**src/ccu_map.vh**
```
// Register map, field positions, mode codes and reset values of the capture/compare unit
`ifndef CCU_MAP_VH
`define CCU_MAP_VH
`define ADDR_CONTROL      4'h0
`define ADDR_VALUE_LOW    4'h1
`define ADDR_VALUE_HIGH   4'h2
`define ADDR_TIMER_LOW    4'h3
`define ADDR_TIMER_HIGH   4'h4
`define ADDR_TIMER_CFG    4'h5
`define ADDR_IRQ_STATUS   4'h6
`define ADDR_IRQ_MASK     4'h7
`define MODE_OFF          4'h0
`define MODE_CMP_TOGGLE   4'h2
`define MODE_CAP_FALL     4'h4
`define MODE_CAP_RISE     4'h5
`define MODE_CAP_RISE4    4'h6
`define MODE_CAP_RISE16   4'h7
`define MODE_CMP_SET      4'h8
`define MODE_CMP_CLEAR    4'h9
`define MODE_CMP_SWI      4'ha
`define MODE_CMP_SPECIAL  4'hb
`define CFG_ON_BIT        0
`define CFG_EXT_BIT       1
`define IRQ_MATCH_BIT     0
`define IRQ_CAPTURE_BIT   1
`define IRQ_SPECIAL_BIT   2
`define IRQ_WIDTH         3
`define PRESCALE_FOUR     2'h3
`define PRESCALE_SIXTEEN  4'hf
`define RESET_BYTE        8'h00
`define RESET_WORD        16'h0000
`define DIV_COUNT_MAX     2'h3
`define RESP_OKAY         2'b00
`define RESP_SLVERR       2'b10
`endif

```
**src/timer_capture_compare_unit.v**
```verilog
// Capture/compare unit with its 16-bit timer and an AXI4-Lite register slave
`timescale 1ns/10ps
`include "ccu_map.vh"
module timer_capture_compare_unit (
    input  wire        aclk,
    input  wire        aresetn,
    input  wire [31:0] s_axi_awaddr,
    input  wire        s_axi_awvalid,
    output reg         s_axi_awready,
    input  wire [31:0] s_axi_wdata,
    input  wire [3:0]  s_axi_wstrb,
    input  wire        s_axi_wvalid,
    output reg         s_axi_wready,
    output reg  [1:0]  s_axi_bresp,
    output reg         s_axi_bvalid,
    input  wire        s_axi_bready,
    input  wire [31:0] s_axi_araddr,
    input  wire        s_axi_arvalid,
    output reg         s_axi_arready,
    output reg  [31:0] s_axi_rdata,
    output reg  [1:0]  s_axi_rresp,
    output reg         s_axi_rvalid,
    input  wire        s_axi_rready,
    input  wire        sleep,
    input  wire        ext_clock_pin,
    input  wire        capture_pin,
    input  wire        converter_enabled,
    output reg         compare_out,
    output reg         compare_oe,
    output reg         conversion_start,
    output reg         irq
);
    reg  [7:0]  capture_compare_control;
    reg  [15:0] value;
    reg  [15:0] timer_count_pair;
    reg  [1:0]  timer_cfg;
    reg  [2:0]  irq_status;
    reg  [2:0]  irq_mask;
    reg  [3:0]  prescale_count;
    reg  [1:0]  div_count;
    reg         cap_prev;
    reg         ext_prev;
    reg         timer_reset_pending;
    reg         aw_held;
    reg         w_held;
    reg  [3:0]  aw_index;
    reg  [31:0] w_data;
    reg  [3:0]  w_strb;
    wire        cap_level;
    wire        ext_level;
    wire [3:0]  operating_mode_field = capture_compare_control[3:0];

    pin_sync u_cap_sync (
        .aclk    (aclk),
        .aresetn (aresetn),
        .pin_in  (capture_pin),
        .level   (cap_level)
    );

    pin_sync u_ext_sync (
        .aclk    (aclk),
        .aresetn (aresetn),
        .pin_in  (ext_clock_pin),
        .level   (ext_level)
    );

    function is_capture;
        input [3:0] m;
        begin
            is_capture = (m == `MODE_CAP_FALL) || (m == `MODE_CAP_RISE) ||
                         (m == `MODE_CAP_RISE4) || (m == `MODE_CAP_RISE16);
        end
    endfunction

    function is_compare;
        input [3:0] m;
        begin
            is_compare = (m == `MODE_CMP_TOGGLE) || (m == `MODE_CMP_SET) ||
                         (m == `MODE_CMP_CLEAR) || (m == `MODE_CMP_SWI) ||
                         (m == `MODE_CMP_SPECIAL);
        end
    endfunction

    // Register write data merged by byte lane 0 only
    function [7:0] lane0;
        input [7:0] old;
        input [31:0] data;
        input [3:0] strb;
        begin
            lane0 = strb[0] ? data[7:0] : old;
        end
    endfunction

    wire timer_on   = timer_cfg[`CFG_ON_BIT];
    wire timer_ext  = timer_cfg[`CFG_EXT_BIT];
    wire ext_rise   = ext_level && !ext_prev;
    wire int_tick   = (div_count == `DIV_COUNT_MAX) && !sleep;
    wire timer_tick = timer_on && (timer_ext ? ext_rise : int_tick);
    wire mode_cap   = is_capture(operating_mode_field);
    wire mode_cmp   = is_compare(operating_mode_field);
    wire cap_rise   = cap_level && !cap_prev;
    wire cap_fall   = !cap_level && cap_prev;
    wire cap_clock_ok = timer_ext || !sleep;
    wire cmp_match  = mode_cmp && !sleep && (value == timer_count_pair);
    reg  cmp_prev_match;
    wire cmp_event  = cmp_match && !cmp_prev_match;

    reg capture_event;
    always @* begin
        capture_event = 1'b0;
        case (operating_mode_field)
            `MODE_CAP_FALL:   capture_event = cap_fall;
            `MODE_CAP_RISE:   capture_event = cap_rise;
            // Rising-edge counter, cleared on control writes: low two bits give every fourth edge
            `MODE_CAP_RISE4:  capture_event = cap_rise &&
                                             (prescale_count[1:0] == `PRESCALE_FOUR);
            `MODE_CAP_RISE16: capture_event = cap_rise &&
                                             (prescale_count == `PRESCALE_SIXTEEN);
            default:          capture_event = 1'b0;
        endcase
        capture_event = capture_event && cap_clock_ok;
    end

    wire       wr_fire  = aw_held && w_held && !s_axi_bvalid;
    wire       wr_ctrl  = wr_fire && (aw_index == `ADDR_CONTROL);
    wire       wr_vlo   = wr_fire && (aw_index == `ADDR_VALUE_LOW);
    wire       wr_vhi   = wr_fire && (aw_index == `ADDR_VALUE_HIGH);
    wire       wr_tlo   = wr_fire && (aw_index == `ADDR_TIMER_LOW);
    wire       wr_thi   = wr_fire && (aw_index == `ADDR_TIMER_HIGH);
    wire       wr_cfg   = wr_fire && (aw_index == `ADDR_TIMER_CFG);
    wire       wr_stat  = wr_fire && (aw_index == `ADDR_IRQ_STATUS);
    wire       wr_mask  = wr_fire && (aw_index == `ADDR_IRQ_MASK);
    wire       wr_map   = (aw_index <= `ADDR_IRQ_MASK);
    wire [7:0] next_ctrl = lane0(capture_compare_control, w_data, w_strb);
    wire [3:0] next_mode = next_ctrl[3:0];

    // Compare actions and flags
    wire match_flag = cmp_event;
    wire special_hit = cmp_event && (operating_mode_field == `MODE_CMP_SPECIAL);
    wire [2:0] irq_set = {special_hit, capture_event, match_flag};

    always @(posedge aclk) begin
        if (!aresetn) begin
            capture_compare_control <= `RESET_BYTE;
            value               <= `RESET_WORD;
            timer_count_pair    <= `RESET_WORD;
            timer_cfg           <= 2'b00;
            irq_status          <= 3'b000;
            irq_mask            <= 3'b000;
            prescale_count      <= 4'h0;
            div_count           <= 2'b00;
            cap_prev            <= 1'b0;
            ext_prev            <= 1'b0;
            cmp_prev_match      <= 1'b0;
            timer_reset_pending <= 1'b0;
            compare_out         <= 1'b0;
            compare_oe          <= 1'b0;
            conversion_start    <= 1'b0;
            irq                 <= 1'b0;
        end else begin
            cap_prev  <= cap_level;
            ext_prev  <= ext_level;
            cmp_prev_match <= cmp_match;
            if (!sleep) begin
                div_count <= div_count + 2'b01;
            end
            // Timer: special trigger reset lands on the next timer tick
            if (wr_tlo) begin
                timer_count_pair[7:0] <= lane0(timer_count_pair[7:0], w_data, w_strb);
            end else if (wr_thi) begin
                timer_count_pair[15:8] <= lane0(timer_count_pair[15:8], w_data, w_strb);
            end else if (timer_tick) begin
                if (timer_reset_pending && cmp_match) begin
                    timer_count_pair <= `RESET_WORD;
                end else begin
                    timer_count_pair <= timer_count_pair + 16'h0001;
                end
            end
            if (special_hit) begin
                timer_reset_pending <= 1'b1;
            end else if (timer_tick || !cmp_match) begin
                timer_reset_pending <= 1'b0;
            end
            conversion_start <= special_hit && converter_enabled;
            // Value register: capture overwrites, software writes bytes
            if (capture_event) begin
                value <= timer_count_pair;
            end else if (wr_vlo) begin
                value[7:0] <= lane0(value[7:0], w_data, w_strb);
            end else if (wr_vhi) begin
                value[15:8] <= lane0(value[15:8], w_data, w_strb);
            end
            if (!mode_cap || wr_ctrl) begin
                prescale_count <= 4'h0;
            end else if (cap_rise && cap_clock_ok) begin
                prescale_count <= prescale_count + 4'h1;
            end
            if (wr_ctrl) begin
                // Off forces latch low; set/clear modes preset the pin
                capture_compare_control <= next_ctrl;
                case (next_mode)
                    `MODE_CMP_SET:    compare_out <= 1'b0;
                    `MODE_CMP_CLEAR:  compare_out <= 1'b1;
                    `MODE_CMP_TOGGLE: compare_out <= compare_out;
                    default:          compare_out <= 1'b0;
                endcase
                compare_oe <= (next_mode == `MODE_CMP_TOGGLE) ||
                              (next_mode == `MODE_CMP_SET) ||
                              (next_mode == `MODE_CMP_CLEAR);
            end else if (cmp_event) begin
                case (operating_mode_field)
                    `MODE_CMP_TOGGLE: compare_out <= !compare_out;
                    `MODE_CMP_SET:    compare_out <= 1'b1;
                    `MODE_CMP_CLEAR:  compare_out <= 1'b0;
                    default:          compare_out <= compare_out;
                endcase
            end
            if (wr_cfg) begin
                timer_cfg <= w_data[1:0];
            end
            if (wr_mask) begin
                irq_mask <= w_data[`IRQ_WIDTH-1:0];
            end
            // Set wins over write-one-to-clear
            if (wr_stat) begin
                irq_status <= (irq_status & ~w_data[`IRQ_WIDTH-1:0]) | irq_set;
            end else begin
                irq_status <= irq_status | irq_set;
            end
            irq <= |(irq_status & irq_mask);
        end
    end

    // AXI4-Lite write channel
    always @(posedge aclk) begin
        if (!aresetn) begin
            s_axi_awready <= 1'b1;
            s_axi_wready  <= 1'b1;
            s_axi_bvalid  <= 1'b0;
            s_axi_bresp   <= `RESP_OKAY;
            aw_held       <= 1'b0;
            w_held        <= 1'b0;
            aw_index      <= 4'h0;
            w_data        <= 32'h00000000;
            w_strb        <= 4'h0;
        end else begin
            if (s_axi_awvalid && s_axi_awready) begin
                aw_held       <= 1'b1;
                aw_index      <= s_axi_awaddr[5:2];
                s_axi_awready <= 1'b0;
            end
            if (s_axi_wvalid && s_axi_wready) begin
                w_held       <= 1'b1;
                w_data       <= s_axi_wdata;
                w_strb       <= s_axi_wstrb;
                s_axi_wready <= 1'b0;
            end
            if (wr_fire) begin
                s_axi_bvalid <= 1'b1;
                s_axi_bresp  <= wr_map ? `RESP_OKAY : `RESP_SLVERR;
                aw_held      <= 1'b0;
                w_held       <= 1'b0;
            end
            if (s_axi_bvalid && s_axi_bready) begin
                s_axi_bvalid  <= 1'b0;
                s_axi_awready <= 1'b1;
                s_axi_wready  <= 1'b1;
            end
        end
    end

    // AXI4-Lite read channel
    reg [7:0] read_byte;
    always @* begin
        read_byte = 8'h00;
        case (s_axi_araddr[5:2])
            `ADDR_CONTROL:    read_byte = capture_compare_control;
            `ADDR_VALUE_LOW:  read_byte = value[7:0];
            `ADDR_VALUE_HIGH: read_byte = value[15:8];
            `ADDR_TIMER_LOW:  read_byte = timer_count_pair[7:0];
            `ADDR_TIMER_HIGH: read_byte = timer_count_pair[15:8];
            `ADDR_TIMER_CFG:  read_byte = {6'h00, timer_cfg};
            `ADDR_IRQ_STATUS: read_byte = {5'h00, irq_status};
            `ADDR_IRQ_MASK:   read_byte = {5'h00, irq_mask};
            default:          read_byte = 8'h00;
        endcase
    end

    always @(posedge aclk) begin
        if (!aresetn) begin
            s_axi_arready <= 1'b1;
            s_axi_rvalid  <= 1'b0;
            s_axi_rdata   <= 32'h00000000;
            s_axi_rresp   <= `RESP_OKAY;
        end else begin
            if (s_axi_arvalid && s_axi_arready) begin
                s_axi_arready <= 1'b0;
                s_axi_rvalid  <= 1'b1;
                s_axi_rdata   <= {24'h000000, read_byte};
                s_axi_rresp   <= (s_axi_araddr[5:2] <= `ADDR_IRQ_MASK) &&
                                 (s_axi_araddr[31:6] == 26'h0000000) ?
                                 `RESP_OKAY : `RESP_SLVERR;
            end
            if (s_axi_rvalid && s_axi_rready) begin
                s_axi_rvalid  <= 1'b0;
                s_axi_arready <= 1'b1;
            end
        end
    end
endmodule

```
**src/pin_sync.v**
```verilog
// Three-stage synchroniser with agreement filter for an external pin
`timescale 1ns/10ps
module pin_sync (
    input  wire aclk,
    input  wire aresetn,
    input  wire pin_in,
    output reg  level
);
    reg stage_a;
    reg stage_b;
    reg stage_c;

    always @(posedge aclk) begin
        if (!aresetn) begin
            stage_a <= 1'b0;
            stage_b <= 1'b0;
            stage_c <= 1'b0;
            level   <= 1'b0;
        end else begin
            stage_a <= pin_in;
            stage_b <= stage_a;
            stage_c <= stage_b;
            if (stage_b == stage_c) begin
                level <= stage_c;
            end
        end
    end
endmodule

```
**config.mk**
```make
export PLATFORM = sky130hd
export DESIGN_NAME = timer_capture_compare_unit
export DESIGN_NICKNAME = d
export VERILOG_FILES = /design/src/timer_capture_compare_unit.v /design/src/pin_sync.v
export VERILOG_INCLUDE_DIRS = /design/src /design/src/src
export SDC_FILE = /design/constraint.sdc
export NUM_CORES = 1
export LEC_CHECK = 0
export ABC_AREA = 1
export BUFFER_PORTS_ARGS = -buffer_cell sky130_fd_sc_hd__buf_4
export CORE_AREA = 5 5 113 115
export CTS_CLUSTER_DIAMETER = 120
export DETAILED_ROUTE_END_ITERATION = 12
export DIE_AREA = 0 0 118 120
export PLACE_DENSITY = 0.75
export SYNTH_ARGS = -nofsm -noshare
export SYNTH_HDL_FRONTEND = slang
export SYNTH_SLANG_ARGS = --single-unit
```
**constraint.sdc**
```tcl
create_clock -name aclk -period 2.4 [get_ports aclk]
set_input_delay 0.48 -clock aclk [delete_from_list [all_inputs] [get_ports aclk]]
set_output_delay 0.48 -clock aclk [all_outputs]
set_load 0.005 [all_outputs]
```
==> results.txt <==
----------------------------------------------------
[Worst setup path]
  CP max stage cell ... sky130_fd_sc_hd__dfxtp_1
  Most frequent CP cell ... sky130_fd_sc_hd__nand2_1
  Data required time at the worst endpoint ... 2.69 ns
  Kind of launch point of the worst setup path ... flip-flop
  Data arrival at the endpoint of the critical path ... 2.26 ns
  Startpoint-to-endpoint class of the critical path ... reg2reg
  Highest fanout seen on the critical path ... 6
  Maximum cell stage delay along the critical path ... 0.46 ns
  Endpoint type of the worst setup path ... flip-flop
  Critical Path, Cell by Cell ... inv_2 > nand2_1 > nand2_1 > nor2_1 > nand2_1 > nor2_2 > nand3_1 > nor2_1 > nand4_1 > a21oi_1
  FF-to-FF path depth ... 10

[STA]
  Final period demand of the worst path ... 1.97 ns
  Measured slew at the worst slew-check pin ... 0.551 ns
  Number of pins exceeding their max-slew limit in the final report ... 0
  Fmax achieved ... 509 MHz
  Final setup skew ... 0.0121 ns
  RSZ-0062 raised after global routing ... no
  Worst rel slew slack ... 63.2%
  Final-report hold violation count ... 0
  Final setup slack of the worst path ... 0.434 ns
  Setup violators final ... 0
  Hold_ws ... 0.303 ns
  Final period util ... 81.9%
  Setup total negative slack ... 0 ns

[Status]
  Result of the run ... complete, no violations

[Floorplan]
  Number of I/O pins ... 156
  Initial standard-cell utilization of the core ... 48.7%
  Floorplan die area ... 14200 sq um
  Die Ht ... 120 um
  Core footprint ... 11700 sq um
  Row count ... 40
  X dimension of the die ... 118 um

[CTS]
  Number of buffers on the longest clock path ... 2
  Number of H-tree branching levels ... 3
  Setup fix buffers added after clock tree synthesis ... 0
  Resize count post-CTS ... 0
  Number of buffers created by CTS ... 9
  Root buffer cell ... sky130_fd_sc_hd__clkbuf_16
  Hold-fix buffers at CTS ... 0
  Clock-pin slew of the registers on the worst-case setup and hold paths ... 0.07 ns
  Count of clock tree sinks ... 100
  TritonCTS clock tree ... done
  Clock latency reported for the late side of the worst-skew pair ... 0.36 ns

[Route]
  DRC viols ... 0
  First-pass DRT Iterations ... 6
  Final wirelength ... 16.1 mm
  Detailed-route vias per instance ... 5.30
  Drt first-iter violations ... 579
  DRT antenna net count ... 0
  WL per Instance ... 15.0 um
  Via count ... 5681

[Power]
  Sequential power share ... 48.7%
  Part of the total power dissipated in the clock network ... 42.9%
  Switching power of the nets ... 907 uW
  Combinational group share of total power ... 8.4%
  Internal power contribution ... 2700 uW
  Worst vdd ir ... 672 uV
  Net switching share of the total power ... 25.1%
  Static leakage ... 0.00321 uW
  Power density over the cells ... 550 nW/um^2

[Synthesis]
  Area of the mapped netlist ... 5700 sq um
  Top cell type's share of synthesized area ... 35.1%
  Total of warnings raised by yosys ... 0
  Portion of the post-synthesis area used by sequential elements ... 35.1%
  Biggest area consumer among synthesized cells ... sky130_fd_sc_hd__dfxtp_1
  Synthesized instance count ... 855
  Flip-flop and latch count after synthesis ... 100
  Per-instance average area after synthesis ... 6.66 sq um
  Area contributors post-synth ... sky130_fd_sc_hd__dfxtp_1 35%, sky130_fd_sc_hd__nand2_1 13%, sky130_fd_sc_hd__inv_1 7.5%
  Unique masters post-synth ... 45

[Placement]
  Cell area after placement ... 6250 sq um
  Routability congestion estimate ... 0.922
  Post-Place Setup Slack ... 0.441 ns
  Number of buffers added on ports ... 72
  Final HPWL from detailed placement ... 12.2 mm

[Layout]
  Net total in the final layout ... 1034
  Cell area after layout ... 6570 sq um
  Share of post-route cells with drive strength above 1 ... 15.4%
  Synthesis-to-finish area growth ... 15.3%
  Utilization after layout ... 56.1%
  Fillers ... 1160
  Number of antenna diodes ... 0

[Worst hold path]
  Hold path cells ... 3
  Worst hold path class ... in2reg

[GRT]
  Total grt overflow ... 0
  Maximum number of pins on one net before global-route repair ... 50
  Gr usage total ... 23.0%
  Number of antenna violations at the first check in global routing ... 0
  Wire length of the first global-routing pass ... 26.4 mm
  Number of global-route vias before repair ... 5232

[Run]
  Number of violations of the max-capacitance limit ... 0

----------------------------------------------------
-- worst paths after layout --
check                                   to  slack (ns)                              start
max               irq_status[2]$_SDFF_PN0_        0.43  timer_count_pair[10]$_SDFFE_PN0P_
min          u_ext_sync.stage_a$_SDFF_PN0_        0.30                      ext_clock_pin
max reg2reg       irq_status[2]$_SDFF_PN0_        0.43  timer_count_pair[10]$_SDFFE_PN0P_
min reg2reg  u_ext_sync.stage_b$_SDFF_PN0_        0.41      u_ext_sync.stage_a$_SDFF_PN0_
-- final cells by class --
class / instances / area (sq um) / area share, %
tap: 147 / 184 / 2.80
clock inverter: 5 / 66.3 / 1.01
timing repair buffer: 77 / 591 / 8.99
inverter: 125 / 469 / 7.14
multi-input combinational: 607 / 3010 / 45.7
sequential: 100 / 2000 / 30.5
clock buffer: 11 / 253 / 3.85
-- kinds of logic after synthesis --
logic type | synth area share (%)
and+or+nand+nor | 29.8
AOI/OAI and AO/OA | 19.3
buffers and inverters | 13.8
DFF | 35.1
xor gates and xnor gates | 1.08
adders and majority gates | 0.659
other | 0.0658
muxes | 0.198
-- synth_stat cells, drive strengths merged --
library cell    n
ha              3
nand4          16
or2             1
nor2           90
o2111ai         2
o221ai          2
a21boi          2
nand3b          1
clkbuf         11
o2111a          1
o21bai          2
buf            37
nand3          61
inv           125
dfxtp         100
a22oi           2
a21oi          70
o22ai           5
o21ai          73
nand2         199
nor3            9
xor2            6
o21a            1
mux2            1
o211ai         19
conb            1
nor4            7
a31oi           3
xnor2           1
o31ai           4
-- placed cells by master, fill, tap and decap left out, types with 7 or more instances in the layout --
cell / n
sky130_fd_sc_hd__clkbuf_16: 9
sky130_fd_sc_hd__nor2_2: 7
sky130_fd_sc_hd__nor2_1: 79
sky130_fd_sc_hd__inv_2: 11
sky130_fd_sc_hd__o211ai_1: 10
sky130_fd_sc_hd__nand3_1: 60
sky130_fd_sc_hd__dfxtp_1: 100
sky130_fd_sc_hd__nor3_1: 8
sky130_fd_sc_hd__nand2_1: 191
sky130_fd_sc_hd__conb_1: 26
sky130_fd_sc_hd__buf_4: 76
sky130_fd_sc_hd__inv_1: 114
sky130_fd_sc_hd__nand4_1: 14
sky130_fd_sc_hd__o21ai_0: 70
sky130_fd_sc_hd__nor4_1: 7
sky130_fd_sc_hd__a21oi_1: 67
sky130_fd_sc_hd__o211ai_2: 9
-- flip-flops by register name, indices dropped and copies added, names as in the netlist, 2 cells and up --
register,cells
capture_compare_control,8
irq_status,3
irq_mask,3
w_data,8
aw_index,4
timer_cfg,2
div_count,2
s_axi_rdata,8
prescale_count,4
timer_count_pair,16
value,16
-- critical path, delay by kind of cell, from the launching register on --
family                 cells  cell delay, ns
AOI/OAI and AO/OA          1            0.20
buffers and inverters      1            0.10
DFF                        1            0.46
and+or+nand+nor            8            1.14
-- metrics by stage --
stage / total power (uW) / instances
final: 3610 / 1072
after global routing: 3740 / 1072
after CTS: 3630 / 1072
after floorplan: 1980 / 880
after detailed placement: 2100 / 1056
after global placement: 2090 / 1056
-- routing by layer --
layer / up-vias / GRT usage, % / wire, um
met1: 2534 / 30.4 / 6840
met4: 0 / 9.61 / 578
met2: 228 / 36.4 / 7260
li1: 2874 / - / -
met5: - / 0 / 0
met3: 45 / 5.00 / 1380
-- power by group through the flow --
| stage | registers, uW | logic, uW | clock network, uW |
|---|---|---|---|
| 2_1_floorplan | 1770 | 204 | 0 |
| 3_3_place_gp | 1790 | 297 | 0 |
| 3_5_place_dp | 1790 | 301 | 0 |
| 4_1_cts | 1760 | 302 | 1580 |
| 5_1_grt | 1760 | 345 | 1630 |
| 6_report | 1760 | 302 | 1550 |
Power figures use the tool's default switching activity.
